[config.mk]
export PLATFORM = sky130hd
export DESIGN_NAME = fcl_loader
export DESIGN_NICKNAME = d
export VERILOG_FILES = /design/src/design/fcl_pkg.sv /design/src/design/fcl_loader.sv
export VERILOG_INCLUDE_DIRS = /design/src /design/src/design
export SDC_FILE = /design/constraint.sdc
export NUM_CORES = 1
export LEC_CHECK = 0
export BUFFER_PORTS_ARGS = -buffer_cell sky130_fd_sc_hd__buf_2
export CAP_MARGIN = 20
export CELL_PAD_IN_SITES_DETAIL_PLACEMENT = 2
export CELL_PAD_IN_SITES_GLOBAL_PLACEMENT = 2
export CORE_ASPECT_RATIO = 0.8
export CORE_MARGIN = 1
export CORE_UTILIZATION = 34
export CTS_CLUSTER_DIAMETER = 40
export DETAILED_ROUTE_END_ITERATION = 10
export PLACE_DENSITY_LB_ADDON = 0.1
export SYNTH_ARGS = -nofsm -noshare
export SYNTH_HDL_FRONTEND = slang
export SYNTH_SLANG_ARGS = --single-unit
export TNS_END_PERCENT = 20
[constraint.sdc]
create_clock -name i_clk -period 3.2 [get_ports i_clk]
set_clock_uncertainty 0.1 [all_clocks]
set_input_delay 0.64 -clock i_clk [delete_from_list [all_inputs] [get_ports i_clk]]
set_output_delay 0.64 -clock i_clk [all_outputs]
set_load 0.02 [all_outputs]
[src/design/fcl_defines.svh]
// Offsets, field codes, reset values and timing counts of the configuration loader
`ifndef FCL_DEFINES_SVH
`define FCL_DEFINES_SVH
`define FCL_OFF_BOD 8'h01
`define FCL_OFF_OSC 8'h02
`define FCL_OFF_TCD 8'h04
`define FCL_OFF_SYS0 8'h05
`define FCL_OFF_SYS1 8'h06
`define FCL_OFF_APPLICATION_END_FUSE 8'h07
`define FCL_OFF_BOOT_SECTION_END 8'h08
`define FCL_OFF_LOCK 8'h0a
`define FCL_OFF_STATUS 8'h10
`define FCL_OFF_OSCCAL 8'h11
`define FCL_OFF_LAYOUT 8'h12
`define FCL_NUM_BYTES 4'd11
`define FCL_SYS0_RESET 8'hc4
`define FCL_LOCK_OPEN 8'hc5
`define FCL_FREQ_16M 2'h1
`define FCL_FREQ_20M 2'h2
`define FCL_PIN_GPIO 2'h0
`define FCL_CLK_HZ 100000000
`define FCL_SLOW_HZ 32768
`define FCL_SLOW_DIV (`FCL_CLK_HZ / `FCL_SLOW_HZ)
`define FCL_PIN_HOLD_SLOW 768
`define FCL_MS_CYCLES (`FCL_CLK_HZ / 1000)
`define FCL_BLOCK_BYTES 256
`endif

[src/design/fcl_pkg.sv]
// Types shared by the configuration loader
package fcl_pkg;
  typedef enum logic [3:0] {
    FCL_IDLE = 4'b0001,
    FCL_READ = 4'b0010,
    FCL_WAIT = 4'b0100,
    FCL_RUN = 4'b1000
  } fcl_state_t;

  typedef struct packed {
    logic [2:0] threshold;
    logic sample_rate;
    logic [1:0] active_mode;
    logic [1:0] sleep_mode;
  } fcl_bod_t;

  typedef struct packed {
    logic [3:0] compare_pin_enable;
    logic [3:0] compare_default_level;
  } fcl_tcd_t;

  typedef struct packed {
    logic calibration_lock;
    logic [1:0] osc_frequency_select;
    logic [7:0] fast_osc_calibration;
    logic [3:0] fast_osc_temp_calibration;
  } fcl_osc_t;
endpackage : fcl_pkg

[src/design/fcl_loader.sv]
// Configuration loader: copies fuse bytes to peripheral settings during reset
//
// Overview of operation
// - Brown-out settings reload only on power-on
// - Bits 7:5 become brown-out threshold
// - Bit 4 becomes brown-out sample rate
// - Bits 3:2 become active/idle mode
// - Bits 1:0 become sleep mode
// - Oscillator fuse bit 7 locks oscillator calibration
// - Frequency code picks 16/20 MHz calibration
// - Timer-D byte copied into fault control
// - Timer-D compare settings reload only on power-on
// - Bits 7:4 enable compare pin outputs
// - Bits 3:0 give compare default levels
// - Bits 7:6 select CRC scan range
// - Bits 3:2 select reset pin function
// - GPIO reset pin driver off 768 slow cycles
// - Save bit keeps EEPROM unless locked
// - Start-up code selects 0 to 64 ms
// - Application end counts 256-byte blocks
// - Zero application end: code to top
// - Both ends zero: all flash boot
`timescale 1ns/100ps
`include "fcl_defines.svh"
module fcl_loader
  import fcl_pkg::*;
#(
  parameter int FLASH_BLOCKS = 32,
  parameter int MS_CYCLES = `FCL_MS_CYCLES,
  parameter int SLOW_DIV = `FCL_SLOW_DIV,
  parameter logic [7:0] CAL16_FACTORY = 8'h40,
  parameter logic [3:0] TEMP16_FACTORY = 4'h8,
  parameter logic [7:0] CAL20_FACTORY = 8'h50,
  parameter logic [3:0] TEMP20_FACTORY = 4'h8
)
(
  // Clock and reset
  input wire logic i_clk,
  input wire logic i_rst_n,
  // Reset cause and system reset request
  input wire logic i_por,
  input wire logic i_sys_reset,
  // Fuse storage read port, data one cycle after address
  output logic [3:0] o_fuse_addr,
  output logic o_fuse_rd,
  input wire logic [7:0] i_fuse_data,
  // Register port
  input wire logic [7:0] i_addr,
  input wire logic [7:0] i_wdata,
  input wire logic i_wr,
  input wire logic i_rd,
  output logic [7:0] o_rdata,
  // Chip erase request
  input wire logic i_chip_erase,
  output logic o_erase_eeprom,
  // Peripheral settings
  output fcl_bod_t o_bod,
  output fcl_osc_t o_osc,
  output logic [7:0] o_timer_d_fault_control,
  output logic [1:0] o_crc_scan_source,
  output logic [1:0] o_reset_pin_function,
  output logic o_pin_driver_en,
  output logic o_keep_eeprom_on_erase,
  output logic [7:0] o_application_section_end,
  output logic [7:0] o_boot_section_end,
  output logic o_all_boot,
  output logic [15:0] o_app_code_end_addr,
  output logic o_running
);

  fcl_state_t state_r;
  logic [3:0] idx_r;
  logic [3:0] idx_d_r;
  logic [7:0] fuse_r [0:10];
  logic por_seen_r;
  logic [31:0] delay_r;
  logic [15:0] div_r;
  logic [9:0] pin_cnt_r;
  logic hold_r;
  logic [7:0] sys0;
  logic locked;

  assign sys0 = fuse_r[5];
  assign locked = (fuse_r[10] != `FCL_LOCK_OPEN);

  // Power-on cause is latched in the idle cycle after reset so the loader knows what to refresh
  always_ff @(posedge i_clk)
  begin
    if (!i_rst_n)
      por_seen_r <= 1'b0;
    else if (state_r == FCL_IDLE)
      por_seen_r <= i_por;
  end

  // Sequencer: read every fuse byte, wait start-up, then run
  always_ff @(posedge i_clk)
  begin
    if (!i_rst_n)
    begin
      state_r <= FCL_IDLE;
      idx_r <= 4'h0;
      delay_r <= 32'h0;
    end
    else
    begin
      case (state_r)
        FCL_IDLE:
        begin
          idx_r <= 4'h0;
          state_r <= FCL_READ;
        end
        FCL_READ:
        begin
          if (idx_r == `FCL_NUM_BYTES)
          begin
            // Start-up delay: 0, then 1 ms doubling per code
            if (fuse_r[6][2:0] == 3'h0)
              delay_r <= 32'h0;
            else
              delay_r <= 32'(MS_CYCLES) << (fuse_r[6][2:0] - 3'h1);
            state_r <= FCL_WAIT;
          end
          else
            idx_r <= idx_r + 4'h1;
        end
        FCL_WAIT:
        begin
          if (delay_r == 32'h0)
            state_r <= FCL_RUN;
          else
            delay_r <= delay_r - 32'h1;
        end
        FCL_RUN:
          state_r <= FCL_RUN;
        default:
          state_r <= FCL_IDLE;
      endcase
    end
  end

  always_ff @(posedge i_clk)
  begin
    if (!i_rst_n)
    begin
      o_fuse_addr <= 4'h0;
      o_fuse_rd <= 1'b0;
    end
    else
    begin
      o_fuse_rd <= (state_r == FCL_READ) && (idx_r != `FCL_NUM_BYTES);
      o_fuse_addr <= idx_r;
    end
  end

  // Storage answers one cycle after it takes the request, so the byte is captured one edge later
  logic fuse_rd_d_r;
  always_ff @(posedge i_clk)
  begin
    if (!i_rst_n)
    begin
      fuse_rd_d_r <= 1'b0;
      idx_d_r <= 4'h0;
    end
    else
    begin
      fuse_rd_d_r <= o_fuse_rd;
      idx_d_r <= o_fuse_addr;
    end
  end

  // Fuse shadow array; written only by the loader, never by software
  genvar g;
  generate
    for (g = 0; g < 11; g++)
    begin : g_shadow
      always_ff @(posedge i_clk)
      begin
        if (!i_rst_n)
          fuse_r[g] <= (g == 5) ? `FCL_SYS0_RESET : 8'h00;
        else if (fuse_rd_d_r && idx_d_r == 4'(g))
          fuse_r[g] <= i_fuse_data;
      end
    end
  endgenerate

  logic load_done;
  assign load_done = (state_r == FCL_WAIT) && (delay_r == 32'h0);

  // Per compare channel: pin enable in the upper nibble, default level in the lower
  wire logic [7:0] tcd_nxt;
  genvar ch;
  generate
    for (ch = 0; ch < 4; ch++)
    begin : g_compare
      assign tcd_nxt[ch + 4] = fuse_r[4][ch + 4];
      assign tcd_nxt[ch] = fuse_r[4][ch];
    end
  endgenerate

  // Brown-out and timer-D compare settings survive non-power-on resets
  always_ff @(posedge i_clk)
  begin
    if (!i_rst_n)
    begin
      // Only a power-on reset clears them; a warm reset keeps what was loaded
      if (i_por)
      begin
        o_bod <= '0;
        o_timer_d_fault_control <= 8'h00;
      end
    end
    else if (load_done && por_seen_r)
    begin
      o_bod.threshold <= fuse_r[1][7:5];
      o_bod.sample_rate <= fuse_r[1][4];
      o_bod.active_mode <= fuse_r[1][3:2];
      o_bod.sleep_mode <= fuse_r[1][1:0];
      o_timer_d_fault_control <= tcd_nxt;
    end
  end

  // Oscillator selection and calibration
  always_ff @(posedge i_clk)
  begin
    if (!i_rst_n)
      o_osc <= '0;
    else if (load_done)
    begin
      o_osc.calibration_lock <= fuse_r[2][7];
      o_osc.osc_frequency_select <= fuse_r[2][1:0];
      case (fuse_r[2][1:0])
        `FCL_FREQ_16M:
        begin
          o_osc.fast_osc_calibration <= CAL16_FACTORY;
          o_osc.fast_osc_temp_calibration <= TEMP16_FACTORY;
        end
        `FCL_FREQ_20M:
        begin
          o_osc.fast_osc_calibration <= CAL20_FACTORY;
          o_osc.fast_osc_temp_calibration <= TEMP20_FACTORY;
        end
        default:
        begin
          // Reserved codes leave the calibration at its previous value
          o_osc.fast_osc_calibration <= o_osc.fast_osc_calibration;
          o_osc.fast_osc_temp_calibration <= o_osc.fast_osc_temp_calibration;
        end
      endcase
    end
    else if (i_wr && i_addr == `FCL_OFF_OSCCAL && !o_osc.calibration_lock)
      o_osc.fast_osc_calibration <= i_wdata;
  end

  // System configuration and flash partitioning
  always_ff @(posedge i_clk)
  begin
    if (!i_rst_n)
    begin
      o_crc_scan_source <= 2'h3;
      o_reset_pin_function <= 2'h1;
      o_keep_eeprom_on_erase <= 1'b0;
      o_application_section_end <= 8'h00;
      o_boot_section_end <= 8'h00;
      o_all_boot <= 1'b1;
      o_app_code_end_addr <= 16'h0;
      o_running <= 1'b0;
    end
    else
    begin
      o_running <= (state_r == FCL_RUN);
      if (load_done)
      begin
        o_crc_scan_source <= sys0[7:6];
        o_reset_pin_function <= sys0[3:2];
        o_keep_eeprom_on_erase <= sys0[0];
        o_application_section_end <= fuse_r[7];
        o_boot_section_end <= fuse_r[8];
        o_all_boot <= (fuse_r[7] == 8'h00) && (fuse_r[8] == 8'h00);
        if (fuse_r[7] == 8'h00)
          o_app_code_end_addr <= 16'(FLASH_BLOCKS * `FCL_BLOCK_BYTES);
        else
          o_app_code_end_addr <= {fuse_r[7], 8'h00};
      end
    end
  end

  // Chip erase: a locked part always loses its EEPROM
  always_ff @(posedge i_clk)
  begin
    if (!i_rst_n)
      o_erase_eeprom <= 1'b0;
    else
      o_erase_eeprom <= i_chip_erase && (locked || !o_keep_eeprom_on_erase);
  end

  // Slow-oscillator tick divider and pin hold-off counter.
  // Holding the driver off avoids fighting a high-voltage programming entry.
  always_ff @(posedge i_clk)
  begin
    if (!i_rst_n || i_sys_reset)
    begin
      div_r <= 16'h0;
      pin_cnt_r <= 10'h0;
      hold_r <= 1'b1;
    end
    else if (hold_r)
    begin
      if (div_r == 16'(SLOW_DIV - 1))
      begin
        div_r <= 16'h0;
        if (pin_cnt_r == 10'(`FCL_PIN_HOLD_SLOW - 1))
          hold_r <= 1'b0;
        pin_cnt_r <= pin_cnt_r + 10'h1;
      end
      else
        div_r <= div_r + 16'h1;
    end
  end

  always_ff @(posedge i_clk)
  begin
    if (!i_rst_n)
      o_pin_driver_en <= 1'b0;
    else
      // A system reset drops the driver at once, on the same edge that restarts the hold-off counter
      o_pin_driver_en <= !hold_r && !i_sys_reset && (state_r == FCL_RUN)
        && (o_reset_pin_function == `FCL_PIN_GPIO);
  end

  // Read-only register view; writes other than calibration are ignored
  always_ff @(posedge i_clk)
  begin
    if (!i_rst_n)
      o_rdata <= 8'h00;
    else if (i_rd)
    begin
      case (i_addr)
        `FCL_OFF_BOD: o_rdata <= fuse_r[1];
        `FCL_OFF_OSC: o_rdata <= fuse_r[2];
        `FCL_OFF_TCD: o_rdata <= fuse_r[4];
        `FCL_OFF_SYS0: o_rdata <= fuse_r[5];
        `FCL_OFF_SYS1: o_rdata <= fuse_r[6];
        `FCL_OFF_APPLICATION_END_FUSE: o_rdata <= fuse_r[7];
        `FCL_OFF_BOOT_SECTION_END: o_rdata <= fuse_r[8];
        `FCL_OFF_LOCK: o_rdata <= fuse_r[10];
        `FCL_OFF_STATUS: o_rdata <= {4'h0, hold_r, locked, por_seen_r, o_running};
        `FCL_OFF_OSCCAL: o_rdata <= o_osc.fast_osc_calibration;
        default: o_rdata <= 8'h00;
      endcase
    end
    else
      o_rdata <= 8'h00;
  end
endmodule : fcl_loader

; ---- Word level (Yosys, flattened, before mapping)
; Memory sizes are Yosys's and may differ from the RTL's.
; Cells that the tools add are included.
[totals]
register_bits = 158
ramBits = 88
out_inout_bits = 85
memories = 1
[classes]
n_addsub = 5
eq_ne = 37
n_shift = 1
muxes = 68
bitwise_logic = 11
reduce_logical = 47
[mem_list]
columns = name, words, word_bits, rd, rd_ports_with_merged_regs, write_ports, line
row1 = fuse_r, 11, 8, 8, 0, 11, fcl_loader.sv:74  ; logic [7:0] fuse_r [0:10];
[ops]
columns = cell, count
row1 = $mux 8, 18
row2 = $mux 32, 3
row3 = $pmux 8 s10, 1
row4 = $pmux 32 s2, 1
row5 = $mux 1, 37
row6 = $eq 8x3->1 const B, 4
row7 = $logic_not 32->1, 1
row8 = $mux 16, 2
row9 = $shl 17x3->32 const A, 1
row10 = $sub 32x1->32 const B, 1
row11 = $pmux 12 s2, 1
row12 = $logic_and 1x1->1, 21
row13 = $eq 4x3->1 const B, 5
row14 = $eq 4x4->1 const B, 5
row15 = $add 16x1->16 const B, 1
row16 = $eq 16x12->1 const B, 1
row17 = $eq 8x4->1 const B, 2
row18 = $eq 8x5->1 const B, 2
row19 = $logic_not 8->1, 2
row20 = $pmux 4 s4, 1
row21 = $reduce_and 2->1, 7
row22 = $eq 4x2->1 const B, 3
row23 = $mux 4, 3
row24 = $or 1x1->1, 11
row25 = other kinds (22), 35

; ---- Depth between registers and ports, before layout
[depth]
word_depth = 6
depth_mapped = 9
mapped_depth_nobuf = 8

; ---- Worst setup path before layout
; OpenSTA, ideal clock, no wires.
[synth_timing]
path_type = register to register
startpoint = reg delay_r[0]
endpoint = reg o_bod[0] (netlist bit) (enable)
setup_ns = 0.411
t_arrival_ns = 2.659
required_ns = 2.689
slack_ns = 0.030
path_stages_with_launch = 9
synth_period_minus_slack_ns = 3.170
path_cell_list = dfxtp_1 -> inv_1 -> ha_1 -> or4b_1 -> or3_1 -> nor4_4 -> buf_2 -> nand3_1 -> o21ai_0
[synth_via]
elab_chain_cells = 5
[synth_lines]
columns = item, line
row1 = "start, declared", fcl_loader.sv:76  ; logic [31:0] delay_r;
row2 = "start signal, assigned", fcl_loader.sv:120  ; delay_r <= 32'(MS_CYCLES) << (fuse_r[6][2:0] - 3'h1);
row3 = "start signal, assigned", fcl_loader.sv:131  ; delay_r <= delay_r - 32'h1;
row4 = $logic_not 32->1, fcl_loader.sv:187  ; assign load_done = (state_r == FCL_WAIT) && (delay_r == 32'h0);
row5 = $logic_and 1x1->1, fcl_loader.sv:187
row6 = $logic_and 1x1->1, fcl_loader.sv:212  ; else if (load_done && por_seen_r)
row7 = $ne 2x1->1 (no line), --
row8 = $reduce_and 2->1 (no line), --
row9 = "end, declared", fcl_loader.sv:57  ; output fcl_bod_t o_bod,
; Every way passes these cells.
; A chain may end at the register's enable or synchronous reset.

; ---- Final worst setup path
[layout_timing]
startpoint = reg delay_r[15]
endpoint = reg o_osc[6] (netlist bit)
[layout_via]
elab_chain_cells = 4
elab_cells_between_ends = 6
[layout_lines]
columns = item, line
row1 = $logic_not 32->1 (*), fcl_loader.sv:187
row2 = $logic_and 1x1->1 (*), fcl_loader.sv:187
row3 = $ne 3x1->1 (no line) or $reduce_bool 2->1 (tied branches), --
row4 = $reduce_and 2->1 (no line), --
row5 = "end, declared", fcl_loader.sv:58  ; output fcl_osc_t o_osc,
; Mark *: on every way between the ends. The rest lies on a longest branch, timed or not.

==> impl_metrics.csv <==
group,metric,value,unit
routing,drt_iter0_markers,598,
synth,ys.warnings.count,0,
cts,cts_resized,0,
timing,period_share,91.8,%
finish,num_antenna_cells,0,
synth,synth_fa_ha_area_share,2.14,%
global_routing,grt_max_degree,38,
status,violations,"design-rule violations",
setup_path,crit_family,"compound AO/OA/AOI/OAI gates",
finish,n_fill_cell,3046,
timing,worst_slew_pin_slew,0.981,ns
floorplan,start_util,34.8,%
routing,first_pass_iters,8,
worst_hold_path,hold_path.class,"in2reg",
global_routing,grt_pass1_vias,8961,
synth,synth_xor_area_share,2.38,%
synth,muxShareOfSynthArea,1.61,%
global_routing,grt_pass1_wl,56500,microns
finish,multi_input_comb_area,4600,sq um
finish,nets,1215,
global_routing,overflow,0,
synth,synth_compound_area_share,15.3,%
timing,rsz0062_at_grt,"no",
routing,wl_met2,16200,microns
synth,synthFlopType,"dfxtp_1",
global_routing,antenna_found_initial,1,
cts,worstSkewPairLatency,0.53,ns
routing,via_per_inst,5.64,
placement,dp_hpwl,27200,microns
timing,setup_tns,0,ns
cts,cts_tree,"built",
synth,synthSimpleGateAreaFrac,24.4,%
placement,gp_congestion,0.846,
synth,syn_area_per_cell,9.81,sq um
setup_path,startpoint_type,"flop",
cts,cts-htree-levels,2,
timing,fmax,340,MHz
timing,hold_violations,0,
routing,wl_per_cell,24.0,microns
timing,finalCriticalPeriod,2.94,ns
placement,io_buffers,104,
cts,clk_pin_slew,0.05,ns
floorplan,die_width,193,microns
cts,post_cts_buffers,0,
floorplan,io_pins,116,
setup_path,path_cells,"or4_4 -> nor4_2 -> a41oi_1 -> a211oi_2 -> a22o_1",
floorplan,core,28500,sq um
finish,final_core_util,43.6,%
synth,synth-async-reset-ratio,0,%
routing,ant_nets,0,
timing,relSlewSlack,33.7,%
cts,clk_root_buffer_cell,"clkbuf_16",
synth,synth_top_family_by_area,"simple AND/OR/NAND/NOR gates",
cts,clock_sinks,211,
setup_path,critPathMaxFanout,7,
setup_path,path_buf_inv,0,
setup_path,required,3.55,ns
power,p_per_area,580,nW/um^2
routing,top_layer,"met4",
setup_path,cp_slowest_cell,"or4_4",
timing,drv_slew,0,
synth,syn_inst,1012,
power,p_total,7.21,mW
routing,totalWireLength,37500,microns
floorplan,rows,55,
synth,synth_edf_count,80,
synth,ys_ff_latch,211,
setup_path,crit_path_max_incr_delay,0.63,ns
floorplan,die_h,155,microns
routing,vias,8813,
status,outcome,"complete, but fails checks",
setup_path,critPathKind,"reg2reg",
power,peakVddDrop,0.287,mV
routing,drcViolationCount,12,
routing,wl_met1,18400,microns
finish,drive_gt1_share,21.3,%
cts,ctsLongestPathBuffers,3,
global_routing,grt_use_total,25.4,%
cts,cts_hold_buf,0,
floorplan,die-area,29900,sq um
synth,ys_types,79,
finish,syn_to_final_growth,25.2,%
run,maxCapViolations,0,
synth,syn_area,9920,sq um
setup_path,critPathArrivalTime,3.29,ns
cts,cts-buffers-inserted,36,
setup_path,endpoint_kind,"flop",
finish,regArea,5020,sq um
routing,dr_wl_met3,2360,microns
power,p_leak,4.85,nW
synth,ys_seq_area_share,50.6,%
timing,setup_viol,0,
## cell type report
| cell class | instances | area share (%) |
|---|---|---|
| Sequential cell | 211 | 40.5 |
| Clock buffer | 47 | 8.16 |
| Inverter | 23 | 0.695 |
| Clock inverter | 17 | 1.88 |
| Timing Repair Buffer | 164 | 8.08 |
| Tap cell | 370 | 3.73 |
| Multi-Input combinational cell | 731 | 37.0 |
## synthesized netlist by cell type (5+ instances only)
cell	n	area, sq um
a211oi_1	11	82.6
a21oi_1	68	340
a22o_1	16	140
a22oi_1	9	67.6
a31oi_1	11	68.8
a32oi_1	10	87.6
and2_1	91	569
and3_1	9	56.3
buf_1	5	18.8
buf_2	5	25.0
buf_4	11	82.6
clkbuf_1	36	135
dfxtp_1	131	2620
edfxtp_1	80	2400
ha_1	17	213
inv_1	22	82.6
mux2_2	5	56.3
mux2i_1	7	70.1
nand2_1	102	383
nand2b_1	9	56.3
nand3_1	24	120
nand3b_1	5	37.5
nand4_1	23	144
nor2_1	71	267
nor2b_1	8	50.1
nor3_1	31	155
nor4_1	14	87.6
o211ai_1	6	45.0
o21a_1	6	45.0
o21ai_0	22	110
o22ai_1	5	31.3
o31ai_1	9	67.6
o32ai_1	5	43.8
or3_1	13	81.3
or4_1	8	60.1
xnor2_1	6	52.6
xor2_1	21	184
## sequential cells by signal, indices dropped and copies added, names as in the netlist, 2 cells and up
| signal | cells |
|---|---|
| o_boot_section_end | 8 |
| fuse_r | 64 |
| o_crc_scan_source | 2 |
| div_r | 16 |
| o_application_section_end | 8 |
| pin_cnt_r | 10 |
| delay_r | 32 |
| o_rdata | 8 |
| state_r | 4 |
| o_fuse_addr | 4 |
| idx_r | 4 |
| o_osc | 12 |
| idx_d_r | 4 |
| o_bod | 8 |
| o_app_code_end_addr | 8 |
| o_timer_d_fault_control | 8 |
| o_reset_pin_function | 2 |
## routing by layer
layer	up-vias	global-route usage, %
met3	48	4.56
met4	0	5.43
li1	4027	-
met2	262	37.7
met1	4476	38.1
met5	-	0
## cell usage in the layout (no fill, tap or decap), types with 10 or more instances in the layout
cell / count
nor2_1: 71
ha_1: 17
or3_1: 13
nand3_1: 24
a31oi_1: 11
a211oi_1: 11
nor4_1: 14
a22o_1: 16
a21oi_1: 68
buf_2: 106
and2_1: 91
o21ai_0: 20
a32oi_1: 10
clkbuf_16: 37
edfxtp_1: 80
buf_4: 54
nor3_1: 31
conb_1: 11
dfxtp_1: 131
nand2_1: 102
nand4_1: 23
inv_1: 22
xor2_1: 21
## power by group
part           switching [mW]  total (mW)  leakage [nW]  internal, mW
clock network            1.38        4.02         0.599          2.63
registers              0.0483        2.88          1.86          2.83
logic                   0.211       0.307          2.39        0.0964
total                    1.64        7.21          4.85          5.56
## path summary, 6_finish.rpt
check | start | endpoint | slack (ns) | cells after the start
worst max-delay path | delay_r[15] | o_osc[6] | 0.26 | 5
worst min-delay path | i_wdata[7] | o_osc[11] | 0.25 | 2
worst max register to register | delay_r[15] | o_osc[6] | 0.26 | 5
worst min register to register | o_app_code_end_addr[11] | o_app_code_end_addr[11] | 0.35 | 2
## metrics by stage
stage               hold WS [ns]  std cells  instance area, sq um  setup slack (ns)
floorplan                  0.351       1022                  9960            0.0301
global placement           0.344       1496                 11200             0.419
detailed placement         0.346       1497                 11200             0.341
CTS                        0.230       1561                 12400             0.256
global route               0.249       1563                 12400             0.122
finish                     0.245       1563                 12400             0.261
## kinds of logic after synthesis
| family | after synthesis |
|---|---|
| adders and majority gates | 17 |
| xor gates and xnor gates | 27 |
| DFF | 211 |
| and+or+nand+nor | 443 |
| muxes | 14 |
| other | 1 |
| buffers and inverters | 80 |
| AOI/OAI and AO/OA | 219 |
Note: power is estimated with default switching activity, not from simulation.
